==> src/mstm_pkg.sv <==
package mstm_pkg;

  // ****************************************************************
  // register map (byte addresses)
  // ****************************************************************
  localparam logic [11:0] MSTM_CTRL_OFF   = 12'h000;
  localparam logic [11:0] MSTM_SMOOTH_OFF = 12'h004;
  localparam logic [11:0] MSTM_CAP_OFF    = 12'h008;
  localparam logic [11:0] MSTM_STD_OFF    = 12'h00c;
  localparam logic [11:0] MSTM_GOP_OFF    = 12'h010;
  localparam logic [11:0] MSTM_OCC_OFF    = 12'h014;
  localparam logic [11:0] MSTM_STAT_OFF   = 12'h018;
  localparam logic [11:0] MSTM_PID_OFF    = 12'h01c;

  // ****************************************************************
  // field positions
  // ****************************************************************
  localparam int MSTM_CTRL_PS_BIT     = 0;   // 1 = program stream
  localparam int MSTM_CTRL_STILL_BIT  = 1;   // still-picture stream
  localparam int MSTM_CTRL_CLR_BIT    = 2;   // write 1 clears violations
  localparam int MSTM_STD_LEAK_BIT    = 0;
  localparam int MSTM_STD_VIDEO_BIT   = 1;
  localparam int MSTM_GOP_CLOSED_BIT  = 0;
  localparam int MSTM_GOP_UNIF_BIT    = 1;
  localparam int MSTM_GOP_LEN_LSB     = 2;
  localparam int MSTM_FIELD_W         = 22;
  localparam int MSTM_GOP_LEN_W       = 14;
  localparam int MSTM_PID_W           = 13;

  // ****************************************************************
  // violation flag positions
  // ****************************************************************
  localparam int MSTM_V_OVF  = 0;
  localparam int MSTM_V_SCR  = 1;
  localparam int MSTM_V_PCR  = 2;
  localparam int MSTM_V_PAIR = 3;
  localparam int MSTM_V_ESCR = 4;
  localparam int MSTM_V_PTS  = 5;
  localparam int MSTM_V_W    = 6;

  // ****************************************************************
  // descriptor placement and drain method
  // ****************************************************************
  typedef enum logic [1:0] {
    MSTM_LOC_OTHER   = 2'b00,
    MSTM_LOC_ES      = 2'b01,
    MSTM_LOC_PROGRAM = 2'b10
  } mstm_loc_e;

  typedef enum logic [1:0] {
    MSTM_DRAIN_NONE  = 2'b00,
    MSTM_DRAIN_LEAK  = 2'b01,
    MSTM_DRAIN_DELAY = 2'b10
  } mstm_drain_e;

  // ****************************************************************
  // timing
  // ****************************************************************
  localparam longint MSTM_CLK_HZ        = 100000000;
  localparam longint MSTM_LIMIT_100MS   = 100;   // ms
  localparam longint MSTM_LIMIT_700MS   = 700;   // ms
  localparam longint MSTM_PCR_CYC       = MSTM_CLK_HZ / 1000 * MSTM_LIMIT_100MS;
  localparam longint MSTM_LONG_CYC      = MSTM_CLK_HZ / 1000 * MSTM_LIMIT_700MS;
  localparam int     MSTM_RATE_UNIT     = 400;   // bits/s per unit
  localparam int     MSTM_CNT_W         = 32;
  localparam logic [15:0] MSTM_VBV_NONE = 16'hffff;

endpackage : mstm_pkg

==> src/mstm_monitor.sv <==
// The register addresses and the APB register port were left to the implementer.
`timescale 1ns/100ps
`default_nettype none
module mstm_monitor #(
  parameter longint PCR_LIMIT_CYC  = mstm_pkg::MSTM_PCR_CYC,
  parameter longint LONG_LIMIT_CYC = mstm_pkg::MSTM_LONG_CYC
) (
  // clock and reset
  input  wire logic        pclk,
  input  wire logic        presetn,
  // apb slave
  input  wire logic        psel,
  input  wire logic        penable,
  input  wire logic        pwrite,
  input  wire logic [11:0] paddr,
  input  wire logic [31:0] pwdata,
  output var  logic [31:0] prdata,
  output var  logic        pready,
  output var  logic        pslverr,
  // descriptor from parser
  input  wire logic        desc_valid,
  input  wire logic [1:0]  desc_loc,
  input  wire logic [21:0] desc_drain_rate,
  input  wire logic [21:0] desc_capacity,
  input  wire logic [12:0] desc_pid,
  input  wire logic [12:0] desc_pmt_pid,
  // stream bytes
  input  wire logic        byte_valid,
  input  wire logic [12:0] byte_pid,
  input  wire logic        byte_is_pmt,
  input  wire logic        byte_is_es,
  // timing events
  input  wire logic        scr_event,
  input  wire logic        pcr_event,
  input  wire logic        pcr_discont,
  input  wire logic        escr_event,
  input  wire logic        pts_event,
  input  wire logic        decode_discont,
  input  wire logic [15:0] vbv_delay,
  // status
  output var  logic [1:0]  drain_method,
  output var  logic [5:0]  violation
);
  import mstm_pkg::*;

  // ****************************************************************
  // registers
  // ****************************************************************
  logic                  ps_mode_r;
  logic                  still_r;
  logic [21:0]           drain_rate_r;
  logic [21:0]           capacity_r;
  logic [12:0]           route_pid_r;
  logic [12:0]           pmt_pid_r;
  logic                  route_prog_r;
  logic                  route_en_r;
  logic                  leak_sel_r;
  logic                  is_video_r;
  logic                  closed_gop_r;
  logic                  uniform_gop_r;
  logic [13:0]           gop_len_r;
  logic [31:0]           occ_r;
  logic [31:0]           credit_r;
  logic [MSTM_CNT_W-1:0] now_r;
  logic [MSTM_CNT_W-1:0] scr_t_r;
  logic [MSTM_CNT_W-1:0] pcr_t_r;
  logic [MSTM_CNT_W-1:0] escr_t_r;
  logic [MSTM_CNT_W-1:0] pts_t_r;
  logic [3:0]            seen_r;      // first event seen per check
  logic [1:0]            pcr_cnt_r;
  logic [5:0]            viol_r;
  logic                  clr;
  logic                  wr_en;
  logic                  rd_en;
  logic                  in_byte;
  logic                  out_byte;
  logic [5:0]            set_v;
  logic [31:0]           rate_bps;
  logic                  desc_ok;

  assign wr_en = psel && penable && pwrite;
  assign rd_en = psel && !penable && !pwrite;
  assign clr   = wr_en && (paddr == MSTM_CTRL_OFF) && pwdata[MSTM_CTRL_CLR_BIT];

  // ****************************************************************
  // apb: zero wait state, unmapped addresses answer pslverr
  // ****************************************************************
  // read data is caught in the setup cycle so it stands through the access cycle;
  // misaligned or out-of-range accesses answer an error and change nothing
  always_ff @(posedge pclk or negedge presetn) begin
    if (!presetn) begin
      pready  <= 1'b0;
      pslverr <= 1'b0;
      prdata  <= 32'h0;
    end else begin
      pready  <= psel && !penable;
      pslverr <= psel && !penable && (paddr > MSTM_PID_OFF || paddr[1:0] != 2'b00);
      if (rd_en) begin
        if (paddr == MSTM_CTRL_OFF)
          prdata <= {30'h0, still_r, ps_mode_r};
        else if (paddr == MSTM_SMOOTH_OFF)
          prdata <= {10'h0, drain_rate_r};
        else if (paddr == MSTM_CAP_OFF)
          prdata <= {10'h0, capacity_r};
        else if (paddr == MSTM_STD_OFF)
          prdata <= {30'h0, is_video_r, leak_sel_r};
        else if (paddr == MSTM_GOP_OFF)
          prdata <= {16'h0, gop_len_r, uniform_gop_r, closed_gop_r};
        else if (paddr == MSTM_OCC_OFF)
          prdata <= occ_r;
        else if (paddr == MSTM_STAT_OFF)
          prdata <= {24'h0, drain_method, viol_r};
        else if (paddr == MSTM_PID_OFF)
          prdata <= {3'h0, pmt_pid_r, 1'b0, route_en_r, route_prog_r, route_pid_r};
        else
          prdata <= 32'h0;
      end
    end
  end

  // software-owned configuration
  // writes land in the access cycle, the edge at which pready is seen high
  always_ff @(posedge pclk or negedge presetn) begin
    if (!presetn) begin
      ps_mode_r     <= 1'b0;
      still_r       <= 1'b0;
      leak_sel_r    <= 1'b0;
      is_video_r    <= 1'b0;
      closed_gop_r  <= 1'b0;
      uniform_gop_r <= 1'b0;
      gop_len_r     <= 14'h0;
    end else if (wr_en) begin
      if (paddr == MSTM_CTRL_OFF) begin
        ps_mode_r <= pwdata[MSTM_CTRL_PS_BIT];
        still_r   <= pwdata[MSTM_CTRL_STILL_BIT];
      end else if (paddr == MSTM_STD_OFF) begin
        leak_sel_r <= pwdata[MSTM_STD_LEAK_BIT];
        is_video_r <= pwdata[MSTM_STD_VIDEO_BIT];
      end else if (paddr == MSTM_GOP_OFF) begin
        closed_gop_r  <= pwdata[MSTM_GOP_CLOSED_BIT];
        uniform_gop_r <= pwdata[MSTM_GOP_UNIF_BIT];
        gop_len_r     <= pwdata[MSTM_GOP_LEN_LSB +: MSTM_GOP_LEN_W];
      end
    end
  end

  // ****************************************************************
  // smoothing descriptor capture
  // ****************************************************************
  // only table-carried descriptors count; a stray copy elsewhere is dropped
  assign desc_ok = desc_valid &&
                   (desc_loc == MSTM_LOC_ES || desc_loc == MSTM_LOC_PROGRAM);

  // a later table copy simply replaces the earlier one
  always_ff @(posedge pclk or negedge presetn) begin
    if (!presetn) begin
      drain_rate_r <= 22'h0;
      capacity_r   <= 22'h0;
      route_pid_r  <= 13'h0;
      pmt_pid_r    <= 13'h0;
      route_prog_r <= 1'b0;
      route_en_r   <= 1'b0;
    end else if (desc_ok) begin
      drain_rate_r <= desc_drain_rate;
      capacity_r   <= desc_capacity;
      route_pid_r  <= desc_pid;
      pmt_pid_r    <= desc_pmt_pid;
      route_prog_r <= (desc_loc == MSTM_LOC_PROGRAM);
      route_en_r   <= 1'b1;
    end
  end

  // ****************************************************************
  // smoothing buffer model
  // ****************************************************************
  // program stream: all pes bytes; element scope: one pid;
  // program scope: every elementary pid plus the pmt pid
  // nothing counts until a table descriptor has enabled routing
  always_comb begin
    if (ps_mode_r)
      in_byte = byte_valid && route_en_r;
    else if (route_prog_r)
      in_byte = byte_valid && route_en_r &&
                (byte_is_es || byte_is_pmt || byte_pid == pmt_pid_r);
    else
      in_byte = byte_valid && route_en_r && byte_pid == route_pid_r;
  end

  // drain credit in bits per second: one byte leaves per 8*clk_hz credit
  assign rate_bps = 32'(drain_rate_r) * 32'(MSTM_RATE_UNIT);
  assign out_byte = (occ_r != 32'h0) && (credit_r >= 32'(MSTM_CLK_HZ * 8));

  // fractional accumulator keeps the long-run rate exact
  // credit builds only while data waits, so an idle buffer cannot bank a burst
  always_ff @(posedge pclk or negedge presetn) begin
    if (!presetn)
      credit_r <= 32'h0;
    else if (occ_r == 32'h0)
      credit_r <= 32'h0;
    else if (out_byte)
      credit_r <= credit_r - 32'(MSTM_CLK_HZ * 8) + rate_bps;
    else
      credit_r <= credit_r + rate_bps;
  end

  // occupancy: one in and one out cancel, so no byte is lost
  // occupancy may pass capacity: the overflow flag reports it, no byte is dropped
  always_ff @(posedge pclk or negedge presetn) begin
    if (!presetn)
      occ_r <= 32'h0;
    else if (in_byte && !out_byte)
      occ_r <= occ_r + 32'h1;
    else if (out_byte && !in_byte)
      occ_r <= occ_r - 32'h1;
  end

  // ****************************************************************
  // decoder-model drain method
  // ****************************************************************
  // delay values are watched live; without leak selected, the all-ones code keeps the method at none
  always_ff @(posedge pclk or negedge presetn) begin
    if (!presetn)
      drain_method <= MSTM_DRAIN_NONE;
    else if (ps_mode_r || !is_video_r)
      drain_method <= MSTM_DRAIN_NONE;
    else if (leak_sel_r)
      drain_method <= MSTM_DRAIN_LEAK;
    else if (vbv_delay != MSTM_VBV_NONE)
      drain_method <= MSTM_DRAIN_DELAY;
    else
      drain_method <= MSTM_DRAIN_NONE;
  end

  // ****************************************************************
  // spacing checks
  // ****************************************************************
  // wraparound is harmless: the limits sit far below 2**32 cycles
  always_ff @(posedge pclk or negedge presetn) begin
    if (!presetn)
      now_r <= '0;
    else
      now_r <= now_r + 1'b1;
  end

  // time of the last event of each kind; a discontinuity restarts arming
  always_ff @(posedge pclk or negedge presetn) begin
    if (!presetn) begin
      scr_t_r  <= '0;
      pcr_t_r  <= '0;
      escr_t_r <= '0;
      pts_t_r  <= '0;
      seen_r   <= 4'h0;
    end else begin
      if (scr_event) begin
        scr_t_r   <= now_r;
        seen_r[0] <= 1'b1;
      end
      if (pcr_discont) begin
        seen_r[1] <= 1'b0;                                                   // new timebase
      end else if (pcr_event) begin
        pcr_t_r   <= now_r;
        seen_r[1] <= 1'b1;
      end
      if (escr_event) begin
        escr_t_r  <= now_r;
        seen_r[2] <= 1'b1;
      end
      if (decode_discont) begin
        seen_r[3] <= 1'b0;
      end else if (pts_event) begin
        pts_t_r   <= now_r;
        seen_r[3] <= 1'b1;
      end
    end
  end

  // pcr count since the last discontinuity, saturating at two
  // limitation: a discontinuity before any reference also reports a missing pair
  always_ff @(posedge pclk or negedge presetn) begin
    if (!presetn)
      pcr_cnt_r <= 2'h0;
    else if (pcr_discont)
      pcr_cnt_r <= 2'h0;
    else if (pcr_event && pcr_cnt_r != 2'h2)
      pcr_cnt_r <= pcr_cnt_r + 2'h1;
  end

  // each spacing check waits for its first event, so reset is never a false start there
  always_comb begin
    set_v             = 6'h0;
    set_v[MSTM_V_OVF] = in_byte && !out_byte && (occ_r >= 32'(capacity_r));
    set_v[MSTM_V_SCR] = ps_mode_r && scr_event && seen_r[0] &&
                        (now_r - scr_t_r) > MSTM_CNT_W'(LONG_LIMIT_CYC);
    set_v[MSTM_V_PCR] = !ps_mode_r && pcr_event && !pcr_discont && seen_r[1] &&
                        (now_r - pcr_t_r) > MSTM_CNT_W'(PCR_LIMIT_CYC);
    set_v[MSTM_V_PAIR] = pcr_discont && pcr_cnt_r != 2'h2;
    set_v[MSTM_V_ESCR] = escr_event && seen_r[2] &&
                         (now_r - escr_t_r) > MSTM_CNT_W'(LONG_LIMIT_CYC);
    set_v[MSTM_V_PTS] = !still_r && pts_event && !decode_discont && seen_r[3] &&
                        (now_r - pts_t_r) > MSTM_CNT_W'(LONG_LIMIT_CYC);
  end

  // ****************************************************************
  // status outputs
  // ****************************************************************
  // sticky flags: a new event in the clear cycle survives
  always_ff @(posedge pclk or negedge presetn) begin
    if (!presetn)
      viol_r <= 6'h0;
    else
      viol_r <= (clr ? 6'h0 : viol_r) | set_v;
  end

  // pin copy of the flags, so the output comes straight from a flip-flop
  always_ff @(posedge pclk or negedge presetn) begin
    if (!presetn)
      violation <= 6'h0;
    else
      violation <= (clr ? 6'h0 : viol_r) | set_v;
  end

endmodule : mstm_monitor
`default_nettype wire

==> config.mk <==
export PLATFORM = sky130hd
export DESIGN_NAME = mstm_monitor
export DESIGN_NICKNAME = d
export VERILOG_FILES = /design/src/mstm_pkg.sv /design/src/mstm_monitor.sv
export SDC_FILE = /design/constraint.sdc
export NUM_CORES = 1
export LEC_CHECK = 0
export BUFFER_PORTS_ARGS = -buffer_cell sky130_fd_sc_hd__buf_2
export CAP_MARGIN = 20
export CORE_MARGIN = 2
export CORE_UTILIZATION = 35
export DETAILED_ROUTE_END_ITERATION = 12
export REMOVE_ABC_BUFFERS = 1
export SLEW_MARGIN = 5
export SYNTH_ARGS = -nofsm -noshare
export SYNTH_HDL_FRONTEND = slang
export SYNTH_SLANG_ARGS = --single-unit
==> constraint.sdc <==
create_clock -name pclk -period 15.4 [get_ports pclk]
set_clock_uncertainty 0.05 [all_clocks]
set_input_delay 4.62 -clock pclk [delete_from_list [all_inputs] [get_ports pclk]]
set_output_delay 4.62 -clock pclk [all_outputs]
set_load 0.05 [all_outputs]
==> impl_metrics.csv, run 1 <==
group,metric,value,unit
die,ios,202,
routing,num_vias,23500,
grt,antenna_found_initial,5,
final_layout,layout_commonest_cell,"dfrtp_1",
worst_setup_path,cp-end-kind,"flop",
grt,grt_pass1_vias,22600,
final_layout,nNetsFinal,3887,
sta,setup-tns-final,0,ps
routing,avgViaCountPerCell,5.26,
placed_design,dp_hpwl,55.7,mm
sta,relSlewSlack,0.257,
status,status,"completed",
worst_setup_path,critPathMaxFanout,35,
clock_tree,cts_tree,"built",
clock_tree,cts_max_path_buffers,3,
worst_setup_path,reg2reg_to,"credit_r[30]$_DFF_PN0_",
sta,setup_viol,0,
worst_setup_path,crit_path_top_delay_cell,"fa_1",
min_path,worstHoldStart,"prdata[30]$_DFFE_PN0P_",
synthesis,ys_seq_area_frac,0.314,
final_layout,layout-drive-gt1-share,0.128,
worst_setup_path,crit_buf_inv,3,
worst_setup_path,r2r_setup_slack,8760,ps
grt,grt_start_max_net_pins,127,
routing,drt_iter0_drc,1328,
worst_setup_path,crit_chain,"buf_2 > xor2_1 > nor4_1 > nand4_1 > nor4_1 > o31ai_1 > a21oi_1 > ha_1 > inv_1 > buf_4 > fa_1 > a21o_1 > a21oi_1 > nor2b_1 > o311ai_1 > a21oi_1 > o21a_1 > o31a_1 > a221oi_1 > a2111o_1 > a21oi_1 > o31ai_1",
clock_tree,post-cts-setup-buffers,0,
grt,overflow,0,
min_path,hold_depth,2,
routing,wl,72.5,mm
die,die_height,290,microns
worst_setup_path,reg2reg_depth,26,
clock_tree,cts_max_level,2,
placed_design,gp_congestion,0.882,
placed_design,preCtsSetupSlack,5510,ps
worst_setup_path,crit_path_frequent_cell,"a21oi_1",
sta,rsz0062_at_grt,"no",
die,core_area,81700,sq um
synthesis,synthCells,3233,
clock_tree,clk_pin_slew,70,ps
pwr,p_leak,15.3,nW
routing,ant_nets,0,
worst_setup_path,critPathMaxStageDelay,470,ps
die,die_area,84400,sq um
worst_setup_path,cp_top_family,"compound AO/OA/AOI/OAI gates",
worst_setup_path,start_kind,"input port",
sta,maxSlewViolCount,0,
die,fp.dieW,290,microns
die,initial_utilization,0.351,
pwr,ir_drop,211,uV
pwr,power_density,223,nW/um^2
clock_tree,cts_root_buffer,"clkbuf_16",
sta,hold_viol,0,
min_path,hp-class,"flop to flop",
routing,post_drt_wl_per_cell,16.2,microns
die,rows,105,
routing,drc,0,
synthesis,async_flop_share,1.00,
clock_tree,cts_resized,0,
clock_tree,clk_latency,570,ps
final_layout,syn_to_final_growth,11.8,%
placed_design,io_buffers,185,
clock_tree,ctsHoldBuffers,0,
worst_setup_path,critical_path_class,"input port to flop",
routing,firstDrtPassIters,5,
clock_tree,cts.sinks,360,
sta,worstMarginPinSlew,1110,ps
synthesis,avgSynthCellArea,8.88,sq um
grt,grt_use_total,0.169,
worst_setup_path,worstPathArrival,9860,ps
synthesis,synth_warnings,0,
synthesis,synth_ff_type,"dfrtp_1",
sta,period_needed,9430,ps
sta,fin_crit_sh,0.612,
final_layout,layout_common_cells,"360 x dfrtp_1, 341 x inv_1, 312 x ha_1, 267 x nand2_1, 229 x o21ai_0",
synthesis,ys_seq_elements,360,
synthesis,synth_edf_count,0,
grt,grt_pass1_wl,118,mm
min_path,min_delay_worst_endpoint,"prdata[30]$_DFFE_PN0P_",
worst_setup_path,cp.required,15830,ps
run,drv_cap,0,
synthesis,ys_types,93,
worst_setup_path,r2r_start,"drain_rate_r[2]$_DFFE_PN0P_",
sta,setup_slack,5970,ps
synthesis,synth_area,28700,sq um
sta,fmax,0.106,GHz
clock_tree,cts_inserted_buffers,40,
sta,holdWs,414,ps
[power by group]
| part | leakage, nW | switching, mW | total (mW) | internal [mW] |
|---|---|---|---|---|
| sequential | 4.62 | 0.179 | 1.31 | 1.13 |
| combinational | 10.1 | 2.70 | 4.86 | 2.17 |
| clock | 0.657 | 0.409 | 0.998 | 0.588 |
[registers in the layout, indices dropped and copies added, names as in the netlist, 2 cells and up]
name / cells
capacity_r: 22
credit_r: 28
drain_method: 2
drain_rate_r: 22
escr_t_r: 32
gop_len_r: 14
now_r: 32
occ_r: 32
pcr_cnt_r: 2
pcr_t_r: 32
pmt_pid_r: 13
prdata: 32
pts_t_r: 32
route_pid_r: 13
scr_t_r: 32
seen_r: 4
violation: 6
[how the worst max path moves through the flow]
stage                      startpoint                   endpoint  slack [ps]  cells past startpoint
after floorplan           desc_loc[0]  capacity_r[0]$_DFFE_PN0P_        6180                      4
after global placement    byte_pid[1]      occ_r[30]$_DFFE_PN0P_        5480                     22
after detailed placement  byte_pid[1]      occ_r[30]$_DFFE_PN0P_        5510                     22
after CTS                 byte_pid[1]      occ_r[30]$_DFFE_PN0P_        6080                     22
after global routing      byte_pid[1]      occ_r[30]$_DFFE_PN0P_        5610                     22
final                     byte_pid[1]      occ_r[30]$_DFFE_PN0P_        5970                     22
[through the flow]
| step | cells | cell area (sq um) | power [mW] | utilization |
|---|---|---|---|---|
| detailed placement | 4404 | 30800 | 6.19 | 0.377 |
| global route | 4473 | 32100 | 7.91 | 0.393 |
| CTS | 4472 | 32100 | 7.24 | 0.393 |
| finish | 4474 | 32100 | 7.17 | 0.393 |
| global placement | 4404 | 30800 | 6.14 | 0.377 |
| floorplan | 3128 | 28300 | 5.18 | - |
[worst register-to-register path: stages, from the launching register on]
cell and delay (ps):
dfrtp_1 490, ha_1 340, ha_1 310, fa_1 460, ha_1 340, nor2b_1 140
o21ai_0 190, a21boi_0 150, o21ai_0 340, a21oi_1 170, a21o_1 210, a21o_1 190
a21o_1 180, a21o_1 180, xor2_1 270, inv_1 80, ha_1 390, inv_1 70
ha_1 220, a21o_1 190, a21o_1 190, o31ai_1 350, a2111oi_0 180, o41ai_1 460
xnor2_1 110, a21o_1 190, a21oi_1 120
[metal layers]
metal / routed length (microns) / GRT usage / up-vias
met5: 0 / 0 / -
met4: 1480 / 0.0401 / 0
met3: 2460 / 0.0193 / 78
met2: 33800 / 0.285 / 397
met1: 34700 / 0.233 / 11300
li1: - / - / 11800
[synth_stat cells (all sizes together), types with 12 or more instances]
cell	n	share of area
nand2	267	0.035
nor4	24	0.0052
o211ai	23	0.0060
nor2b	37	0.0083
nand2b	31	0.0068
a2111oi	13	0.0047
a31oi	45	0.0098
a41oi	13	0.0042
clkbuf	93	0.012
dfrtp	360	0.31
or2	13	0.0028
nand4	36	0.0078
a21o	99	0.026
nor2	177	0.023
or3	16	0.0035
o21bai	23	0.0060
o21a	33	0.0086
a21oi	186	0.033
ha	312	0.14
and3	31	0.0068
o31ai	21	0.0057
fa	39	0.027
mux2	129	0.051
xor2	93	0.028
a22oi	50	0.013
buf	12	0.0019
xnor2	134	0.041
nor3	58	0.011
a211oi	28	0.0075
o21ai	249	0.043
nand3	67	0.012
inv	341	0.045
[kinds of logic after synthesis]
family,synth area share
multiplexers,0.0535
buffers and inverters,0.0586
AO/OA/AOI/OAI,0.208
flip-flops,0.314
AND/OR/NAND/NOR,0.134
XOR/XNOR,0.0692
adder cells (fa/ha/maj),0.163
[layout make-up]
type | count | area, sq um
clock buffers | 55 | 1150
fillers | 8293 | 49600
inverters | 341 | 1280
flip-flops and latches | 360 | 9010
clock inverters | 13 | 176
repair buffers | 206 | 1090
diodes | 2 | 5.00
well taps | 1070 | 1340
multi-input cells | 2427 | 18100
No activity file was read; power rests on OpenSTA's default activity.
==> run 2, diff against run 1 <==
--- a/config.mk
+++ b/config.mk
@@ -5,6 +5,7 @@
 export SDC_FILE = /design/constraint.sdc
 export NUM_CORES = 1
 export LEC_CHECK = 0
+export ABC_AREA = 1
 export BUFFER_PORTS_ARGS = -buffer_cell sky130_fd_sc_hd__buf_2
 export CAP_MARGIN = 20
 export CORE_MARGIN = 2
==> constraint.sdc (replaced) <==
create_clock -name pclk -period 8.6 [get_ports pclk]
set_clock_uncertainty 0.05 [all_clocks]
set_input_delay 2.58 -clock pclk [delete_from_list [all_inputs] [get_ports pclk]]
set_output_delay 2.58 -clock pclk [all_outputs]
set_load 0.05 [all_outputs]
==> run 2 against run 1 <==
  * Clock power grew 100%
  * Sequential cell count is the same
  * Via count grew 41%
  * Largest cell class unchanged
  * Global-route usage grew 4.7 points
  * Worst hold slack lost 4.1 ps
  * Final cell count grew 51%
  * Largest power group unchanged
  * Final area grew 19%
  * Combinational power grew to 2.5 times the previous value
  * Count of clock-buffer cells in the layout grew 5
  * Utilization grew 0.13 points
  * Critical path depth grew 1
  * Critical path type unchanged
==> impl_metrics.csv, run 2 <==
group,metric,value,unit
routing,drt_iter0_drc,2313,
grt,grt_use_total,0.217,
final_layout,final_area,38100,sq um
clock_tree,clk_latency,610,ps
pwr,netSwitchingFraction,0.551,
clock_tree,ctsHoldBuffers,0,
clock_tree,cts_root_buffer,"clkbuf_16",
min_path,min_delay_worst_endpoint,"seen_r[0]$_DFFE_PN0P_",
worst_setup_path,start_kind,"input port",
final_layout,syn_to_final_growth,11.9,%
clock_tree,cts_tree,"built",
die,fp.dieW,316,microns
worst_setup_path,cp.required,9040,ps
routing,routed.top_layer,"met5",
clock_tree,cts_resized,0,
clock_tree,cts_max_path_buffers,3,
synthesis,ys_types,57,
routing,wl_met3,5.55,mm
run,drv_cap,0,
worst_setup_path,r2r_start,"occ_r[24]$_DFFE_PN0P_",
die,initial_utilization,0.352,
grt,overflow,0,
worst_setup_path,critPathMaxStageDelay,380,ps
routing,drc,0,
min_path,hold_depth,2,
routing,ant_nets,0,
final_layout,diodes,0,
worst_setup_path,crit_chain,"buf_2 > inv_1 > nor2_1 > nor4_1 > nand4_1 > nor3_1 > a21oi_1 > a21oi_1 > ha_1 > inv_1 > buf_16 > ha_1 > a21oi_1 > o21ai_0 > a21oi_1 > o21ai_0 > nand2_1 > nand2_1 > nand2_1 > nand2_1 > or2_2 > nand3_1 > nand2_1",
synthesis,synth_warnings,0,
pwr,switchingPower,9.09,mW
synthesis,netlist_top_cells_count,"1558 x nand2_1, 1034 x inv_1, 435 x nor2_1",
pwr,p_leak,21.0,nW
die,rows,114,
worst_setup_path,crit_path_frequent_cell,"nand2_1",
worst_setup_path,critical_path_class,"input port to flop",
synthesis,yosys.area.top_type,"dfrtp_1",
synthesis,ys_seq_area_frac,0.265,
synthesis,avgSynthCellArea,6.47,sq um
final_layout,layout-drive-gt1-share,0.0719,
worst_setup_path,critPathMaxFanout,23,
pwr,ir_drop,497,uV
synthesis,synthCells,5260,
final_layout,nNetsFinal,5956,
clock_tree,cts_max_level,2,
sta,period_needed,6440,ps
final_layout,fillers,10400,
pwr,p_seq_frac,0.139,
clock_tree,cts.sinks,360,
status,status,"completed",
synthesis,yosys-top-cells-area,"dfrtp_1 26%, nand2_1 17%, ha_1 11%",
routing,met2_length,50.3,mm
placed_design,io_buffers,185,
final_layout,layout_commonest_cell,"nand2_1",
routing,wl,109,mm
final_layout,final-seq-area,9010,sq um
die,core_area,96600,sq um
die,ios,202,
grt,grt_pass1_wl,171,mm
synthesis,synth_area,34000,sq um
sta,fmax,0.155,GHz
sta,worstMarginPinSlew,1070,ps
synthesis,synth.top_cell.area_share,0.265,
routing,avgViaCountPerCell,4.91,
pwr,power_density,433,nW/um^2
routing,wl_met1,49.4,mm
clock_tree,clk_pin_slew,60,ps
sta,hold_viol,0,
clock_tree,post-cts-setup-buffers,0,
synthesis,async_flop_share,1.00,
final_layout,multi_input_area,20800,sq um
sta,setup-tns-final,0,ps
clock_tree,cts_inserted_buffers,47,
routing,firstDrtPassIters,6,
placed_design,dp_hpwl,88.1,mm
sta,relSlewSlack,0.283,
sta,setup_viol,0,
synthesis,synth_edf_count,0,
synthesis,synth_ff_type,"dfrtp_1",
routing,num_vias,33200,
grt,grt_pass1_vias,31600,
placed_design,gp_congestion,0.916,
sta,holdWs,410,ps
pwr,clkPwrFrac,0.123,
sta,maxSlewViolCount,0,
die,die_height,316,microns
sta,rsz0062_at_grt,"no",
worst_setup_path,crit_path_top_delay_cell,"nor4_1",
worst_setup_path,reg2reg_to,"occ_r[23]$_DFFE_PN0P_",
sta,fin_crit_sh,0.749,
worst_setup_path,worstPathArrival,6880,ps
min_path,worstHoldStart,"seen_r[0]$_DFFE_PN0P_",
pwr,intPower,7.40,mW
final_layout,layout_common_cells,"1556 x nand2_1, 1034 x inv_1, 434 x nor2_1, 360 x dfrtp_1",
grt,antenna_found_initial,3,
synthesis,ys_seq_elements,360,
min_path,hp-class,"flop to flop",
pwr,p_comb_frac,0.737,
routing,post_drt_wl_per_cell,16.1,microns
worst_setup_path,cp-end-kind,"flop",
worst_setup_path,r2r_setup_slack,2610,ps
die,die_area,99700,sq um
placed_design,place_area,36500,sq um
grt,grt_start_max_net_pins,151,
worst_setup_path,reg2reg_depth,21,
synthesis,synthMostInstantiatedCell,"nand2_1",
run 2: changes by cell type after synthesis, moves of 35 or more:
cell      before   now
a22oi_1       50     1
nor2b_1       36     0
a21o_1        99    11
inv_1        341  1034
nand3_1       67   260
a21oi_1      185   315
nor2_1       177   435
nand4_1       36    82
nand2_1      267  1558
o21ai_0      229   315
clkbuf_1      93    58
mux2_2       127    37
xnor2_1      134    30
run 2: kinds of logic (layout without fill, tap and decap cells):
| kind of cell | count (synthesis) | count (layout) | share of synthesized area |
|---|---|---|---|
| buf+inv | 1116 | 1336 | 0.124 |
| mux | 37 | 37 | 0.0122 |
| simple gates | 2511 | 2511 | 0.309 |
| fa+ha+maj | 351 | 351 | 0.138 |
| flops | 360 | 360 | 0.265 |
| compound gates | 765 | 765 | 0.121 |
| xor+xnor | 120 | 120 | 0.0309 |
run 2: through the flow:
step / utilization / instances / setup WS (ps) / total power [mW]
floorplan: - / 5182 / 2600 / 11.1
global placement: 0.378 / 6671 / 1280 / 14.2
detailed placement: 0.378 / 6671 / 1250 / 14.3
CTS: 0.394 / 6755 / 1890 / 16.4
global route: 0.394 / 6756 / 1850 / 18.3
finish: 0.394 / 6756 / 2160 / 16.5
run 2: worst max-delay path by stage:
| stage | from | end | slack [ps] | depth (start not counted) |
|---|---|---|---|---|
| 4_1_cts | byte_pid[0] | occ_r[23]$_DFFE_PN0P_ | 1890 | 24 |
| 6_report | byte_pid[0] | occ_r[23]$_DFFE_PN0P_ | 2160 | 23 |
| 3_5_place_dp | byte_pid[0] | occ_r[23]$_DFFE_PN0P_ | 1250 | 24 |
| 3_3_place_gp | byte_pid[0] | occ_r[23]$_DFFE_PN0P_ | 1280 | 24 |
| 5_1_grt | byte_pid[0] | occ_r[23]$_DFFE_PN0P_ | 1850 | 24 |
| 2_1_floorplan | byte_pid[6] | occ_r[18]$_DFFE_PN0P_ | 2600 | 21 |
run 2: final cells by class:
| class | count | share of cell area |
|---|---|---|
| clock buffer | 60 | 0.0338 |
| timing repair buffer | 214 | 0.0315 |
| multi-input combinational | 3784 | 0.547 |
| tap | 1276 | 0.0419 |
| inverter | 1038 | 0.102 |
| sequential | 360 | 0.237 |
| clock inverter | 24 | 0.00713 |
run 2: power by group through the flow:
stage / registers, mW / logic [mW] / clock network [mW]
finish: 2.30 / 12.2 / 2.03
floorplan: 2.20 / 8.93 / 0
detailed placement: 2.32 / 12.0 / 0
global route: 2.32 / 13.8 / 2.15
CTS: 2.29 / 12.1 / 2.08
global placement: 2.32 / 11.9 / 0
run 2: metal layers:
layer	global-route usage	up-vias
met5	0	-
met4	0.0759	2
met3	0.0325	177
met2	0.362	705
met1	0.285	15300
li1	-	17000
run 2: worst max-delay path, delay by kind of cell:
| family | cells | cell delay (ps) |
|---|---|---|
| and+or+nand+nor | 11 | 1680 |
| buffers and inverters | 4 | 680 |
| AOI/OAI and AO/OA | 6 | 1360 |
| adders and majority gates | 2 | 570 |
==> run 3, diff against run 2 <==
--- a/config.mk
+++ b/config.mk
@@ -5,7 +5,7 @@
 export SDC_FILE = /design/constraint.sdc
 export NUM_CORES = 1
 export LEC_CHECK = 0
-export ABC_AREA = 1
+export ABC_AREA = 0
 export BUFFER_PORTS_ARGS = -buffer_cell sky130_fd_sc_hd__buf_2
 export CAP_MARGIN = 20
 export CORE_MARGIN = 2
==> constraint.sdc (replaced) <==
create_clock -name pclk -period 6.1 [get_ports pclk]
set_clock_uncertainty 0.05 [all_clocks]
set_input_delay 1.83 -clock pclk [delete_from_list [all_inputs] [get_ports pclk]]
set_output_delay 1.83 -clock pclk [all_outputs]
set_load 0.05 [all_outputs]
==> run 3 against run 2 <==
  * Sequential power increased by 44%
  * Critical path depth decreased by 1
  * Sequential cell count unchanged
  * Final area decreased by 11%
  * Combinational power increased by 20%
  * Power increased by 25%
  * Via count decreased by 27%
  * Global-route usage decreased by 4.4 points
==> impl_metrics.csv, run 3 (synthesis gave the netlist of run 1 again) <==
group,metric,value,unit
worst_setup_path,worstPathArrival,6270,ps
sta,period_needed,5850,ps
pwr,ir_drop,669,uV
worst_setup_path,reg2reg_depth,27,
final_layout,multi_input_area,18400,sq um
final_layout,fillers,8188,
clock_tree,cts_root_buffer,"clkbuf_16",
pwr,total_power,20.6,mW
pwr,clkPwrFrac,0.126,
pwr,switchingPower,9.07,mW
die,core_area,81700,sq um
routing,ant_nets,0,
placed_design,preCtsSetupSlack,-483,ps
pwr,netSwitchingFraction,0.439,
clock_tree,cts.sinks,360,
routing,post_drt_wl_per_cell,16.0,microns
sta,maxSlewViolCount,0,
min_path,hp-class,"flop to flop",
worst_setup_path,cp.required,6520,ps
pwr,p_seq_frac,0.160,
routing,firstDrtPassIters,7,
sta,worstMarginPinSlew,1030,ps
min_path,worstHoldStart,"prdata[29]$_DFFE_PN0P_",
pwr,power_density,613,nW/um^2
worst_setup_path,r2r_start,"drain_rate_r[3]$_DFFE_PN0P_",
sta,fmax,0.171,GHz
routing,num_vias,24100,
final_layout,layout_commonest_cell,"dfrtp_1",
final_layout,nNetsFinal,4039,
grt,grt_use_total,0.172,
clock_tree,clk_latency,580,ps
sta,hold_viol,0,
sta,fin_crit_sh,0.959,
placed_design,gp_congestion,0.869,
grt,overflow,0,
run,drv_cap,0,
placed_design,dp_hpwl,56.8,mm
final_layout,syn_to_final_growth,17.4,%
grt,grt_start_max_net_pins,111,
min_path,hold_depth,2,
worst_setup_path,critPathMaxFanout,7,
clock_tree,cts_tree,"built",
grt,antenna_found_initial,4,
die,die_area,84400,sq um
pwr,p_comb_frac,0.714,
die,initial_utilization,0.351,
sta,setup_viol,0,
die,fp.dieW,290,microns
die,ios,202,
status,status,"completed",
grt,grt_pass1_wl,120,mm
routing,drt_iter0_drc,1393,
clock_tree,cts_max_path_buffers,3,
final_layout,layout.cells.non_filler,4630,
clock_tree,ctsHoldBuffers,0,
worst_setup_path,crit_start,"byte_pid[1]",
placed_design,io_buffers,185,
pwr,p_leak,16.2,nW
grt,grt_pass1_vias,23200,
worst_setup_path,critical_path_class,"input port to flop",
sta,setup_slack,248,ps
worst_setup_path,start_kind,"input port",
routing,avgViaCountPerCell,5.21,
clock_tree,cts_max_level,2,
routing,drc,0,
routing,wl,74.0,mm
worst_setup_path,cp-end-kind,"flop",
sta,relSlewSlack,0.312,
final_layout,layout-drive-gt1-share,0.182,
clock_tree,cts_inserted_buffers,42,
clock_tree,clk_pin_slew,70,ps
placed_design,dpl.cell_count,4544,
pwr,intPower,11.6,mW
final_layout,final-seq-area,9010,sq um
final_layout,layout_common_cells,"358 x dfrtp_1, 336 x inv_1, 302 x ha_1, 267 x nand2_1, 224 x o21ai_0",
worst_setup_path,r2r_setup_slack,310,ps
die,die_height,290,microns
die,rows,105,
-- run 3: cell types whose count changed in the layout (fill, tap and decap cells not counted), sizes merged, moves of 76 or more --
cell	before	now
inv	1042	343
xnor2	30	134
buf	214	356
nand3	267	67
o21ai	325	249
nor2	444	177
mux2	37	129
nand2	1564	267
a21o	11	99
a21oi	315	186
-- run 3: final cells by class --
| type | count | area share |
|---|---|---|
| sequential | 360 | 0.267 |
| multi-input combinational | 2427 | 0.545 |
| clock buffer | 56 | 0.0360 |
| tap | 1070 | 0.0397 |
| inverter | 341 | 0.0380 |
| timing repair buffer | 356 | 0.0678 |
| antenna | 1 | 0.0000742 |
| clock inverter | 19 | 0.00587 |
-- run 3: path summary, 6_finish.rpt --
path | end
max | occ_r[30]$_DFFE_PN0P_
min | prdata[29]$_DFFE_PN0P_
max reg2reg | credit_r[31]$_DFF_PN0_
min reg2reg | prdata[29]$_DFFE_PN0P_
max in group asynchronous | escr_t_r[6]$_DFFE_PN0P_
min in group asynchronous | prdata[22]$_DFFE_PN0P_
-- run 3: stage by stage --
stage	TNS [ps]	cell area (sq um)	hold slack, ps	util
after global placement	-2800	31900	397	0.390
after global routing	-106	33700	456	0.412
final	0	33700	415	0.412
after floorplan	-17810	28300	379	-
after detailed placement	-3160	31900	401	0.390
after CTS	-5.14	33400	415	0.408
-- run 3: power groups by stage --
stage | clock network [mW] | logic, mW | registers, mW
finish | 2.60 | 14.7 | 3.31
global route | 2.77 | 16.6 | 3.36
CTS | 2.67 | 14.1 | 3.30
detailed placement | 0 | 13.8 | 3.34
global placement | 0 | 13.7 | 3.34
floorplan | 0 | 9.81 | 3.27
-- run 3: worst max-delay path, cell delays in order --
cell,delay [ps]
buf_2,110
xor2_1,150
nor4_1,290
nand4_1,120
nor4_1,300
o31ai_1,120
a21oi_1,250
ha_1,240
inv_2,100
fa_1,410
a21o_1,200
a21oi_1,210
nor2b_1,110
o311ai_2,270
buf_4,170
a21oi_1,90
o21a_1,200
o31a_1,320
a221oi_2,290
a2111o_1,200
a21oi_1,70
o31ai_1,210
-- run 3: what timing repair did --
item | in CTS | in global routing
resized for setup | 12 | 60
setup endpoints to repair | 4 | 13
buffers inserted | 1 | 9
pin swaps | 6 | 48
-- run 3: routing by layer --
metal  wire length [microns]  global-route usage  vias up
li1                        -                   -    12100
met1                   34800               0.234    11500
met2                   34400               0.287      397
met3                    2670              0.0218      118
met4                    2080              0.0507        4
met5                      36                   0        -
